### src/rtl/swl_pkg.sv
// constants, carrier types and shared decoders of the single-wire framer
package swl_pkg;
  localparam logic [7:0]  SWL_START_FLAG  = 8'h7E;
  localparam logic [7:0]  SWL_END_FLAG    = 8'h7F;
  localparam logic [15:0] SWL_CRC_POLY    = 16'h1021;
  localparam logic [15:0] SWL_CRC_PRESET  = 16'hFFFF;
  localparam int          SWL_MAX_PAYLOAD = 30;
  localparam int          SWL_CRC_BYTES   = 2;
  localparam int          SWL_RX_DEPTH    = SWL_MAX_PAYLOAD + SWL_CRC_BYTES;
  localparam logic [5:0]  SWL_TX_MAX      = 6'(SWL_MAX_PAYLOAD);
  localparam logic [5:0]  SWL_RX_FULL     = 6'(SWL_RX_DEPTH);
  localparam logic [5:0]  SWL_RX_CRC      = 6'(SWL_CRC_BYTES);
  localparam logic [3:0]  SWL_BYTE_LAST   = 4'h7;
  localparam logic [3:0]  SWL_CRC_LAST    = 4'hF;
  localparam logic [2:0]  SWL_RX_BIT_LAST = 3'h7;
  localparam logic [2:0]  SWL_STUFF_RUN   = 3'h5;
  localparam int          SWL_LLC_MSB     = 7;
  localparam int          SWL_LLC_LSB     = 5;
  localparam logic [2:0]  SWL_LLC_ACT     = 3'h3;
  localparam logic [2:0]  SWL_LLC_RAW     = 3'h2;
  localparam int          SWL_FR_BIT      = 4;
  localparam int          SWL_INF_BIT     = 3;
  localparam int          SWL_CTRL_MSB    = 2;
  localparam logic [2:0]  SWL_CTRL_READY  = 3'h0;
  localparam logic [2:0]  SWL_CTRL_SYNC   = 3'h1;
  localparam logic [2:0]  SWL_CTRL_POWER  = 3'h2;
  localparam logic [7:0]  SWL_PWR_LOW     = 8'h00;
  localparam logic [7:0]  SWL_PWR_FULL    = 8'h01;
  localparam logic [7:0]  SWL_CAP_KEEP    = 8'h07;

  typedef enum logic [1:0] {
    SWL_ACT, SWL_RELIABLE, SWL_RAW, SWL_RESERVED
  } swl_llc_t;
  typedef struct packed {
    logic [7:0] data;
    logic       last;
    logic       valid;
  } swl_word_t;
  typedef struct packed {
    logic low;
    logic full;
  } swl_power_t;

  function automatic logic [15:0] swl_crc_step(logic [15:0] c, logic b);
    return (c[15] ^ b) ? ({c[14:0], 1'b0} ^ SWL_CRC_POLY)
                       : {c[14:0], 1'b0};
  endfunction

  function automatic swl_llc_t swl_llc_of(logic [7:0] b);
    if (b[SWL_LLC_MSB])
      return SWL_RELIABLE;
    if (b[SWL_LLC_MSB:SWL_LLC_LSB] == SWL_LLC_ACT)
      return SWL_ACT;
    if (b[SWL_LLC_MSB:SWL_LLC_LSB] == SWL_LLC_RAW)
      return SWL_RAW;
    return SWL_RESERVED;
  endfunction
endpackage

### src/rtl/swl_framer.sv
// card-side framer of the single-wire link: bits, flags, check, LLC
`timescale 1ns/1ps
`default_nettype none
// How it works
// - bytes travel most significant bit first
// - frames open with 7E, close with 7F
// - zero idle bits, at least one between frames
// - card sends one wakeup one before frames
// - suspend during wakeup bit becomes slave resume
// - payload never longer than thirty bytes
// - sixteen-bit check, preset all ones, verified
// - check covers bits between flags only
// - stuff zero after five ones, not final
// - receiver drops the stuffed zeros
// - first payload byte selects the LLC
// - activation or voltage rise restores activation LLC
// - no activation frames once link is up
// - raw session keeps reliable link context
// - reliable frame during raw session closes it
// - corrupt frame uses last good frame's LLC
// - card sends FR zero, ignores received CAPABILITY_PRESENT_FLAG
// - code 000 ready, 001 sync with identity
// - reserved codes and capability bits never sent
// - capability bits two to zero kept
// - first non-activation frame without power: low
module swl_framer
  import swl_pkg::*;
(
  input  wire logic       clk_in,
  input  wire logic       reset_in,
  input  wire logic [7:0] tx_data_in,
  input  wire logic       tx_valid_in,
  input  wire logic       tx_last_in,
  output logic            tx_ready_out,
  input  wire logic       link_bit_take_in,
  output logic            tx_bit_out,
  output logic            tx_frame_out,
  input  wire logic       suspend_start_in,
  output logic            slave_resume_out,
  input  wire logic       link_bit_in,
  input  wire logic       link_bit_valid_in,
  input  wire logic       link_reactivate_in,
  output logic [7:0]      rx_data_out,
  output logic            rx_valid_out,
  output logic            rx_last_out,
  input  wire logic       rx_ready_in,
  output logic            rx_error_out,
  output swl_llc_t        error_llc_out,
  output logic            rx_overrun_out,
  output swl_llc_t        llc_out,
  output logic            power_low_out,
  output logic            power_full_out
);
  typedef enum logic [2:0] {
    TX_LOAD, TX_WAKE, TX_SOF, TX_DATA, TX_CRC, TX_EOF
  } swl_tx_t;

  typedef struct packed {
    swl_tx_t                          tst;
    logic [SWL_MAX_PAYLOAD-1:0][7:0]  tmem;
    logic [SWL_RX_DEPTH-1:0][7:0]     rmem;
    logic [5:0]                       tlen, tidx, rcnt, ridx, rlen;
    logic [3:0]                       tcnt;
    logic [7:0]                       tsh, rsh;
    logic [2:0]                       tones, rones, rbits;
    logic [15:0]                      tcrc, rcrc, rchk;
    logic                             tgo, tidle, tstuff, tbit;
    logic                             tframe, tready, resume;
    logic                             rin, rflag, rlong, rdrain;
    logic                             err, ovr, pm_seen;
    swl_llc_t                         llc, last, err_llc;
    swl_power_t                       pwr;
    swl_word_t                        q0, q1;
  } swl_state_t;

  swl_state_t s_q;
  swl_state_t s_d;

  always_comb begin
    logic       b;
    logic [7:0] fb;
    swl_llc_t   fl;
    swl_word_t  w;
    b = link_bit_in;
    fb = s_q.tmem[0];
    fl = swl_llc_of(fb);
    w = '0;
    s_d = s_q;
    s_d.resume = suspend_start_in && s_q.tst == TX_WAKE;
    s_d.err = 1'b0;
    s_d.ovr = 1'b0;
    // transmit side: collect a whole frame, then serialise it
    if (tx_valid_in && s_q.tready) begin
      if (s_q.tlen < SWL_TX_MAX) begin
        s_d.tmem[s_q.tlen[4:0]] = tx_data_in;
        s_d.tlen = s_q.tlen + 6'h01;
      end
      s_d.tgo = tx_last_in;
    end
    if (link_bit_take_in) begin
      unique case (s_q.tst)
        TX_LOAD: begin
          s_d.tidle = 1'b1;
          s_d.tbit = 1'b0;
          if (s_q.tgo && s_q.tidle) begin
            if (s_q.tlen == '0 || fl == SWL_RESERVED ||
                (fl == SWL_ACT && (s_q.llc != SWL_ACT ||
                 fb[SWL_CTRL_MSB:0] > SWL_CTRL_POWER))) begin
              s_d.tgo = 1'b0;
              s_d.tlen = '0;
            end else begin
              if (fl == SWL_ACT) begin
                s_d.tmem[0][SWL_FR_BIT] = 1'b0;
                if (fb[SWL_INF_BIT] && s_q.tlen > 6'h01)
                  s_d.tmem[s_q.tlen[4:0] - 5'h01] =
                    s_q.tmem[s_q.tlen[4:0] - 5'h01] & SWL_CAP_KEEP;
              end
              s_d.tst = TX_WAKE;
              s_d.tbit = 1'b1;
              s_d.tframe = 1'b1;
            end
          end
        end
        TX_WAKE: begin
          s_d.tst = TX_SOF;
          s_d.tsh = SWL_START_FLAG;
          s_d.tcnt = '0;
          s_d.tbit = SWL_START_FLAG[7];
        end
        TX_SOF, TX_EOF: begin
          s_d.tsh = {s_q.tsh[6:0], 1'b0};
          s_d.tcnt = s_q.tcnt + 4'h1;
          s_d.tbit = s_d.tsh[7];
          if (s_q.tcnt == SWL_BYTE_LAST && s_q.tst == TX_SOF) begin
            s_d.tst = TX_DATA;
            s_d.tidx = '0;
            s_d.tcnt = '0;
            s_d.tones = '0;
            s_d.tsh = s_q.tmem[0];
            s_d.tcrc = SWL_CRC_PRESET;
            s_d.tbit = s_q.tmem[0][7];
          end else if (s_q.tcnt == SWL_BYTE_LAST) begin
            s_d.tst = TX_LOAD;
            s_d.tframe = 1'b0;
            s_d.tidle = 1'b0;
            s_d.tgo = 1'b0;
            s_d.tlen = '0;
            s_d.tbit = 1'b0;
          end
        end
        TX_DATA, TX_CRC: begin
          if (s_q.tstuff) begin
            s_d.tstuff = 1'b0;
            s_d.tones = '0;
            s_d.tbit = (s_q.tst == TX_DATA) ? s_q.tsh[7] : s_q.tcrc[15];
          end else begin
            s_d.tones = s_q.tbit ? s_q.tones + 3'h1 : '0;
            s_d.tcnt = s_q.tcnt + 4'h1;
            if (s_q.tst == TX_DATA) begin
              s_d.tcrc = swl_crc_step(s_q.tcrc, s_q.tbit);
              s_d.tsh = {s_q.tsh[6:0], 1'b0};
              if (s_q.tcnt == SWL_BYTE_LAST) begin
                s_d.tcnt = '0;
                s_d.tidx = s_q.tidx + 6'h01;
                if (s_d.tidx == s_q.tlen)
                  s_d.tst = TX_CRC;
                else
                  s_d.tsh = s_q.tmem[s_d.tidx[4:0]];
              end
              s_d.tbit = (s_d.tst == TX_DATA) ? s_d.tsh[7] : s_d.tcrc[15];
            end else if (s_q.tcnt == SWL_CRC_LAST) begin
              s_d.tst = TX_EOF;
              s_d.tsh = SWL_END_FLAG;
              s_d.tcnt = '0;
              s_d.tbit = SWL_END_FLAG[7];
            end else begin
              s_d.tcrc = {s_q.tcrc[14:0], 1'b0};
              s_d.tbit = s_d.tcrc[15];
            end
            // the final check bit is never followed by a stuffed zero
            if (s_d.tst != TX_EOF && s_d.tones == SWL_STUFF_RUN) begin
              s_d.tstuff = 1'b1;
              s_d.tbit = 1'b0;
            end
          end
        end
      endcase
    end
    s_d.tready = s_d.tst == TX_LOAD && !s_d.tgo;
    // receive side: six ones announce a flag, the next bit tells which
    if (link_bit_valid_in) begin
      if (s_q.rflag) begin
        s_d.rflag = 1'b0;
        s_d.rones = '0;
        if (!b) begin
          // a frame arriving while the last one drains is lost
          s_d.rin = !s_q.rdrain;
          s_d.ovr = s_q.rdrain;
          s_d.rcnt = '0;
          s_d.rbits = '0;
          s_d.rlong = 1'b0;
          s_d.rcrc = SWL_CRC_PRESET;
          s_d.rchk = SWL_CRC_PRESET;
        end else if (s_q.rin) begin
          s_d.rin = 1'b0;
          fb = s_q.rmem[0];
          fl = swl_llc_of(fb);
          if (s_q.rlong || s_q.rcnt <= SWL_RX_CRC ||
              s_q.rchk != '0) begin
            s_d.err = 1'b1;
            s_d.err_llc = s_q.last;
          end else begin
            s_d.ridx = '0;
            s_d.rlen = s_q.rcnt - SWL_RX_CRC;
            unique case (fl)
              SWL_RELIABLE, SWL_RAW: begin
                // raw entry clears nothing, so reliable state survives
                s_d.llc = fl;
                s_d.last = fl;
                s_d.rdrain = 1'b1;
                if (!s_q.pm_seen) begin
                  s_d.pm_seen = 1'b1;
                  s_d.pwr.low = 1'b1;
                end
              end
              SWL_ACT: begin
                // received CAPABILITY_PRESENT_FLAG is never looked at
                if (s_q.llc == SWL_ACT) begin
                  s_d.last = SWL_ACT;
                  s_d.rdrain = 1'b1;
                  if (fb[SWL_CTRL_MSB:0] == SWL_CTRL_POWER &&
                      s_q.rcnt > SWL_RX_CRC + 6'h01 && !s_q.pm_seen) begin
                    s_d.pm_seen = 1'b1;
                    s_d.pwr.low = s_q.rmem[1] == SWL_PWR_LOW;
                    s_d.pwr.full = s_q.rmem[1] == SWL_PWR_FULL;
                  end
                end
              end
              SWL_RESERVED: begin
              end
            endcase
          end
        end
      end else if (s_q.rones == SWL_STUFF_RUN) begin
        s_d.rflag = b;
        s_d.rones = '0;
      end else begin
        s_d.rones = b ? s_q.rones + 3'h1 : '0;
        if (s_q.rin) begin
          s_d.rsh = {s_q.rsh[6:0], b};
          s_d.rcrc = swl_crc_step(s_q.rcrc, b);
          s_d.rbits = s_q.rbits + 3'h1;
          // snapshot at byte edges keeps the closing flag out
          if (s_q.rbits == SWL_RX_BIT_LAST) begin
            s_d.rchk = s_d.rcrc;
            if (s_q.rcnt == SWL_RX_FULL) begin
              s_d.rlong = 1'b1;
            end else begin
              s_d.rmem[s_q.rcnt[4:0]] = s_d.rsh;
              s_d.rcnt = s_q.rcnt + 6'h01;
            end
          end
        end
      end
    end
    if (link_reactivate_in) begin
      s_d.llc = SWL_ACT;
      s_d.last = SWL_ACT;
    end
    // two-entry output buffer: pop first, then fill lowest free slot
    if (rx_ready_in && s_q.q0.valid) begin
      s_d.q0 = s_q.q1;
      s_d.q1.valid = 1'b0;
    end
    if (s_q.rdrain && !s_q.q1.valid) begin
      w.data = s_q.rmem[s_q.ridx[4:0]];
      w.last = s_q.ridx == s_q.rlen - 6'h01;
      w.valid = 1'b1;
      if (!s_d.q0.valid)
        s_d.q0 = w;
      else
        s_d.q1 = w;
      s_d.ridx = s_q.ridx + 6'h01;
      s_d.rdrain = !w.last;
    end
  end

  always_ff @(posedge clk_in) begin
    if (reset_in)
      s_q <= '0;
    else
      s_q <= s_d;
  end

  assign tx_ready_out     = s_q.tready;
  assign tx_bit_out       = s_q.tbit;
  assign tx_frame_out     = s_q.tframe;
  assign slave_resume_out = s_q.resume;
  assign rx_data_out      = s_q.q0.data;
  assign rx_valid_out     = s_q.q0.valid;
  assign rx_last_out      = s_q.q0.last;
  assign rx_error_out     = s_q.err;
  assign error_llc_out    = s_q.err_llc;
  assign rx_overrun_out   = s_q.ovr;
  assign llc_out          = s_q.llc;
  assign power_low_out    = s_q.pwr.low;
  assign power_full_out   = s_q.pwr.full;
endmodule // swl_framer
`default_nettype wire

### config.mk
export PLATFORM = sky130hd
export DESIGN_NAME = swl_framer
export DESIGN_NICKNAME = d
export VERILOG_FILES = /design/src/rtl/swl_pkg.sv /design/src/rtl/swl_framer.sv
export SDC_FILE = /design/constraint.sdc
export NUM_CORES = 2
export LEC_CHECK = 0
export ABC_AREA = 1
export ABC_CLOCK_PERIOD_IN_PS = 4200
export BUFFER_PORTS_ARGS = -buffer_cell sky130_fd_sc_hd__clkbuf_2
export CAP_MARGIN = 20
export CORE_AREA = 2 2 228 230
export DETAILED_ROUTE_END_ITERATION = 10
export DIE_AREA = 0 0 230 232
export GPL_TIMING_DRIVEN = 1
export MAX_ROUTING_LAYER = met4
export PLACE_DENSITY = 0.78
export SETUP_SLACK_MARGIN = 0.4
export SKIP_LAST_GASP = 1
export SLEW_MARGIN = 30
export SYNTH_ARGS = -nofsm -noshare
export SYNTH_HDL_FRONTEND = slang
export SYNTH_SLANG_ARGS = --single-unit
### constraint.sdc
create_clock -name clk_in -period 4.2 [get_ports clk_in]
set_input_delay 1.26 -clock clk_in [delete_from_list [all_inputs] [get_ports clk_in]]
set_output_delay 1.26 -clock clk_in [all_outputs]
set_load 0.03 [all_outputs]
==> impl_metrics.py <==
metrics = {
    "yosys": {
        "postSynthCellCount": 4680,
        "syn_area_sq_um": 32200,
        "syn_avg_cell_area_sq_um": 6.89,
        "ys_warn_count": 0,
        "synth_enable_flop_cells": 0,
        "synth_cell_types": 52,
        "ys_seq_elements": 647,
        "synthesis.nets": 4721,
        "synth_flop_cell": "dfxtp_1",
        "yosysSeqAreaShare_pct": 40.2,
        "async_reset_ff_share_pct": 0,
    },
    "pwr": {
        "switching_power_mw": 3.06,
        "pwr-share-seq_pct": 47.1,
        "p_leak_nw": 14.4,
        "ir_worst_vdd_v": 0.000340,
        "powerDensity_nw_per_um2": 376,
        "comb_power_share_pct": 5.1,
        "p_clk_share_pct": 47.8,
        "switching_share_pct": 23.3,
        "internal-power_mw": 10.0,
    },
    "critical_path": {
        "startpoint_type": "flip-flop",
        "required_ns": 4.70,
        "timing.rr.end": "s_q[477]",
        "end_kind": "flip-flop",
        "crit_type": "reg -> reg",
        "r2r-start": "s_q[144]",
        "cp_slowest_cell": "o2111ai_2",
        "path_delay_family": "compound AO/OA/AOI/OAI gates",
        "cp.arrival_ns": 4.04,
        "crit_path_cell_trace": "inv_1, ha_1, nand2_1, inv_1, nor2_4, inv_1, nor2_1, nand2_1, o2111ai_2, buf_4, o21ai_0, a31oi_1",
        "critPathMaxFanout": 15,
        "reg2reg_depth": 12,
        "path_buf_inv": 4,
        "reg2reg_slack_ns": 0.66,
        "crit_top_cell": "inv_1",
        "max_stage_delay_ns": 0.60,
    },
    "clock_network": {
        "root_buffer": "clkbuf_16",
        "cts_num_sinks": 647,
        "cts_made_buffers": 71,
        "ctsHtreeMaxLevel": 3,
        "clockBufferDepth": 3,
        "ctsHoldBuffers": 0,
        "clk_latency_ns": 0.61,
        "clk_pin_slew_ns": 0.06,
        "cts_tree": "yes",
    },
    "grt": {
        "grtUsageTotal_pct": 35.6,
        "antenna_found_initial": 0,
        "gr-total-overflow": 0,
        "grt_max_degree": 153,
        "first_global_vias": 28876,
        "grt_pass1_wl_um": 150000,
    },
    "placed_design": {
        "gp_routability_congestion": 0.986,
        "dp_hpwl_um": 58800,
        "post-place-ws_ns": 0.414,
        "numPortBuffers": 39,
        "dp.cells": 5124,
    },
    "floorplan": {
        "initial_utilization_pct": 63.4,
        "io_pins": 40,
        "fp.coreArea_sq_um": 50900,
        "die_w_um": 230,
        "rows": 83,
        "die-area_sq_um": 53400,
        "die_h_um": 232,
    },
    "cells_and_area": {
        "drive_gt1_share_pct": 7.29,
        "multi_input_area_sq_um": 15300,
        "fin_nets": 4558,
        "regArea_sq_um": 13000,
        "fillers": 4464,
        "syn_to_final_growth_pct": 8.09,
        "diodes": 0,
        "fin_cells": 5246,
    },
    "detailed_routing": {
        "vias_per_cell": 6.03,
        "drc": 0,
        "wirelength_um": 94300,
        "drt_pass1_iterations": 8,
        "vias": 31614,
        "drt-initial-drc-count": 3801,
        "postRouteAntennaNets": 0,
        "routedWlPerCell_um": 18.0,
    },
    "sta": {
        "worst_slack_ns": 0.662,
        "fin_crit_sh_pct": 84.2,
        "max_freq_ghz": 0.283,
        "min_period_ns": 3.54,
        "rsz0062_at_grt": "false",
        "finClkSkew_ns": 0.0242,
        "hold_viol": 0,
        "worst_pin_slew_ns": 0.997,
        "finalSetupViolCount": 0,
        "slew_violations": 0,
        "slew_headroom_pct": 33.5,
        "tns_ns": 0,
    },
    "worst_hold_path": {
        "hold_start": "s_q[186]",
        "whs_endpoint": "s_q[186]",
        "hold_depth": 2,
        "min_path_type": "reg -> reg",
    },
    "outcome": {
        "run_status": "finished, final reports clean",
    },
    "flow_run": {
        "drv_cap": 0,
    },
}
## synthesized netlist by cell type (6+ instances only)
master    number  area [sq um]
o21ai_0      628          3140
o22ai_1       17           106
a211oi_1       7          52.6
nand3_1      338          1690
clkinv_1       7          26.3
buf_4         25           188
nand4_1       24           150
nand2_2       15          93.8
xor2_1        11          96.3
clkbuf_1     248           931
buf_2         48           240
nand2_4        6          67.6
inv_1        622          2330
a22oi_1       10          75.1
a21oi_1      528          2640
a31oi_1      116           726
nor3_1        30           150
nor2_1       208           781
nand2_1      754          2830
o211ai_1     189          1420
clkbuf_2       6          30.0
buf_1         18          67.6
nor2_2         7          43.8
inv_2         42           158
nor2_4        10           113
dfxtp_1      647         13000
ha_1          23           288
a221oi_1      30           263
xnor2_1        9          78.8
## logic make-up (layout without fill, tap and decap cells)
group,count (synthesis),in the layout,synth area share [%]
and+or+nand+nor,1416,1416,19.1
AOI/OAI and AO/OA,1553,1553,26.8
buffers and inverters,1021,907,12.5
adders and majority gates,23,23,0.892
DFF,647,647,40.2
xor gates and xnor gates,20,20,0.543
## worst reg2reg max path, cell delays in order (launching register included)
cell and delay [ns]:
dfxtp_1 0.54, inv_1 0.15, ha_1 0.28, nand2_1 0.09
inv_1 0.06, nor2_4 0.25, inv_1 0.34, nor2_1 0.29
nand2_1 0.15, o2111ai_2 0.60, buf_4 0.32, o21ai_0 0.12
a31oi_1 0.24
## worst max-delay path by stage
stage | to | slack [ns] | from | depth (start not counted)
2_1_floorplan | s_q[291] | 1.21 | link_bit_in | 14
3_3_place_gp | s_q[181] | 0.50 | link_bit_valid_in | 14
3_5_place_dp | s_q[389] | 0.41 | link_bit_valid_in | 14
4_1_cts | s_q[479] | 0.64 | s_q[144] | 11
5_1_grt | s_q[505] | 0.56 | s_q[144] | 16
6_report | s_q[477] | 0.66 | s_q[144] | 12
## layout by cell type, fill, tap and decap left out, types with 11 or more instances in the layout
cell / n
ha_1: 22
inv_2: 44
nor3_1: 28
o21ai_0: 628
clkbuf_8: 15
clkbuf_2: 38
dfxtp_1: 644
nand3_1: 338
clkbuf_1: 12
clkbuf_16: 76
o211ai_1: 189
o22ai_1: 17
nor2_1: 204
a21oi_1: 528
a221oi_1: 30
inv_1: 619
xor2_1: 11
nand4_1: 24
nor2_2: 11
nand2_2: 15
nand2_1: 754
buf_4: 67
clkinv_2: 12
a31oi_1: 116
## layout make-up
| type | instances | share of cell area, % |
|---|---|---|
| inverter | 672 | 7.27 |
| clock inverter | 19 | 0.546 |
| clock buffer | 103 | 6.18 |
| multi-input combinational | 3012 | 43.9 |
| sequential | 647 | 37.2 |
| tap | 680 | 2.44 |
| timing repair buffer | 113 | 2.45 |
## timing repair
action                                  in CTS  in global routing
endpoints found under the setup margin       0                 16
resized for setup                            0                  1
buffers inserted                             0                  0
## layer usage
layer	GRT usage [%]	up-vias	routed length (um)
met1	43.2	14444	38100
met2	56.7	1491	43000
li1	-	15310	-
met3	5.30	369	7500
met4	20.4	0	5650
met5	-	-	0
## flip-flops by register name, indices dropped and copies added (netlist names), 2 cells and up
register / count
error_llc_out: 2
rx_data_out: 8
s_q: 625
llc_out: 2
## power groups by stage
stage                     registers [mW]  clock network (mW)  logic [mW]
after CTS                           6.17                6.32       0.638
after floorplan                     6.30                   0       0.437
after detailed placement            6.30                   0       0.634
after global routing                6.17                6.55       0.710
final                               6.17                6.26       0.666
after global placement              6.30                   0       0.629
## stage by stage
stage	util [%]	area, sq um	hold WS [ns]	total power [mW]
global placement	63.9	32500	0.427	6.93
finish	68.5	34900	0.440	13.1
detailed placement	63.9	32500	0.431	6.94
CTS	68.5	34800	0.439	13.1
floorplan	-	32200	0.420	6.74
global route	68.5	34900	0.456	13.4
No activity file was read; power rests on OpenSTA's default activity.
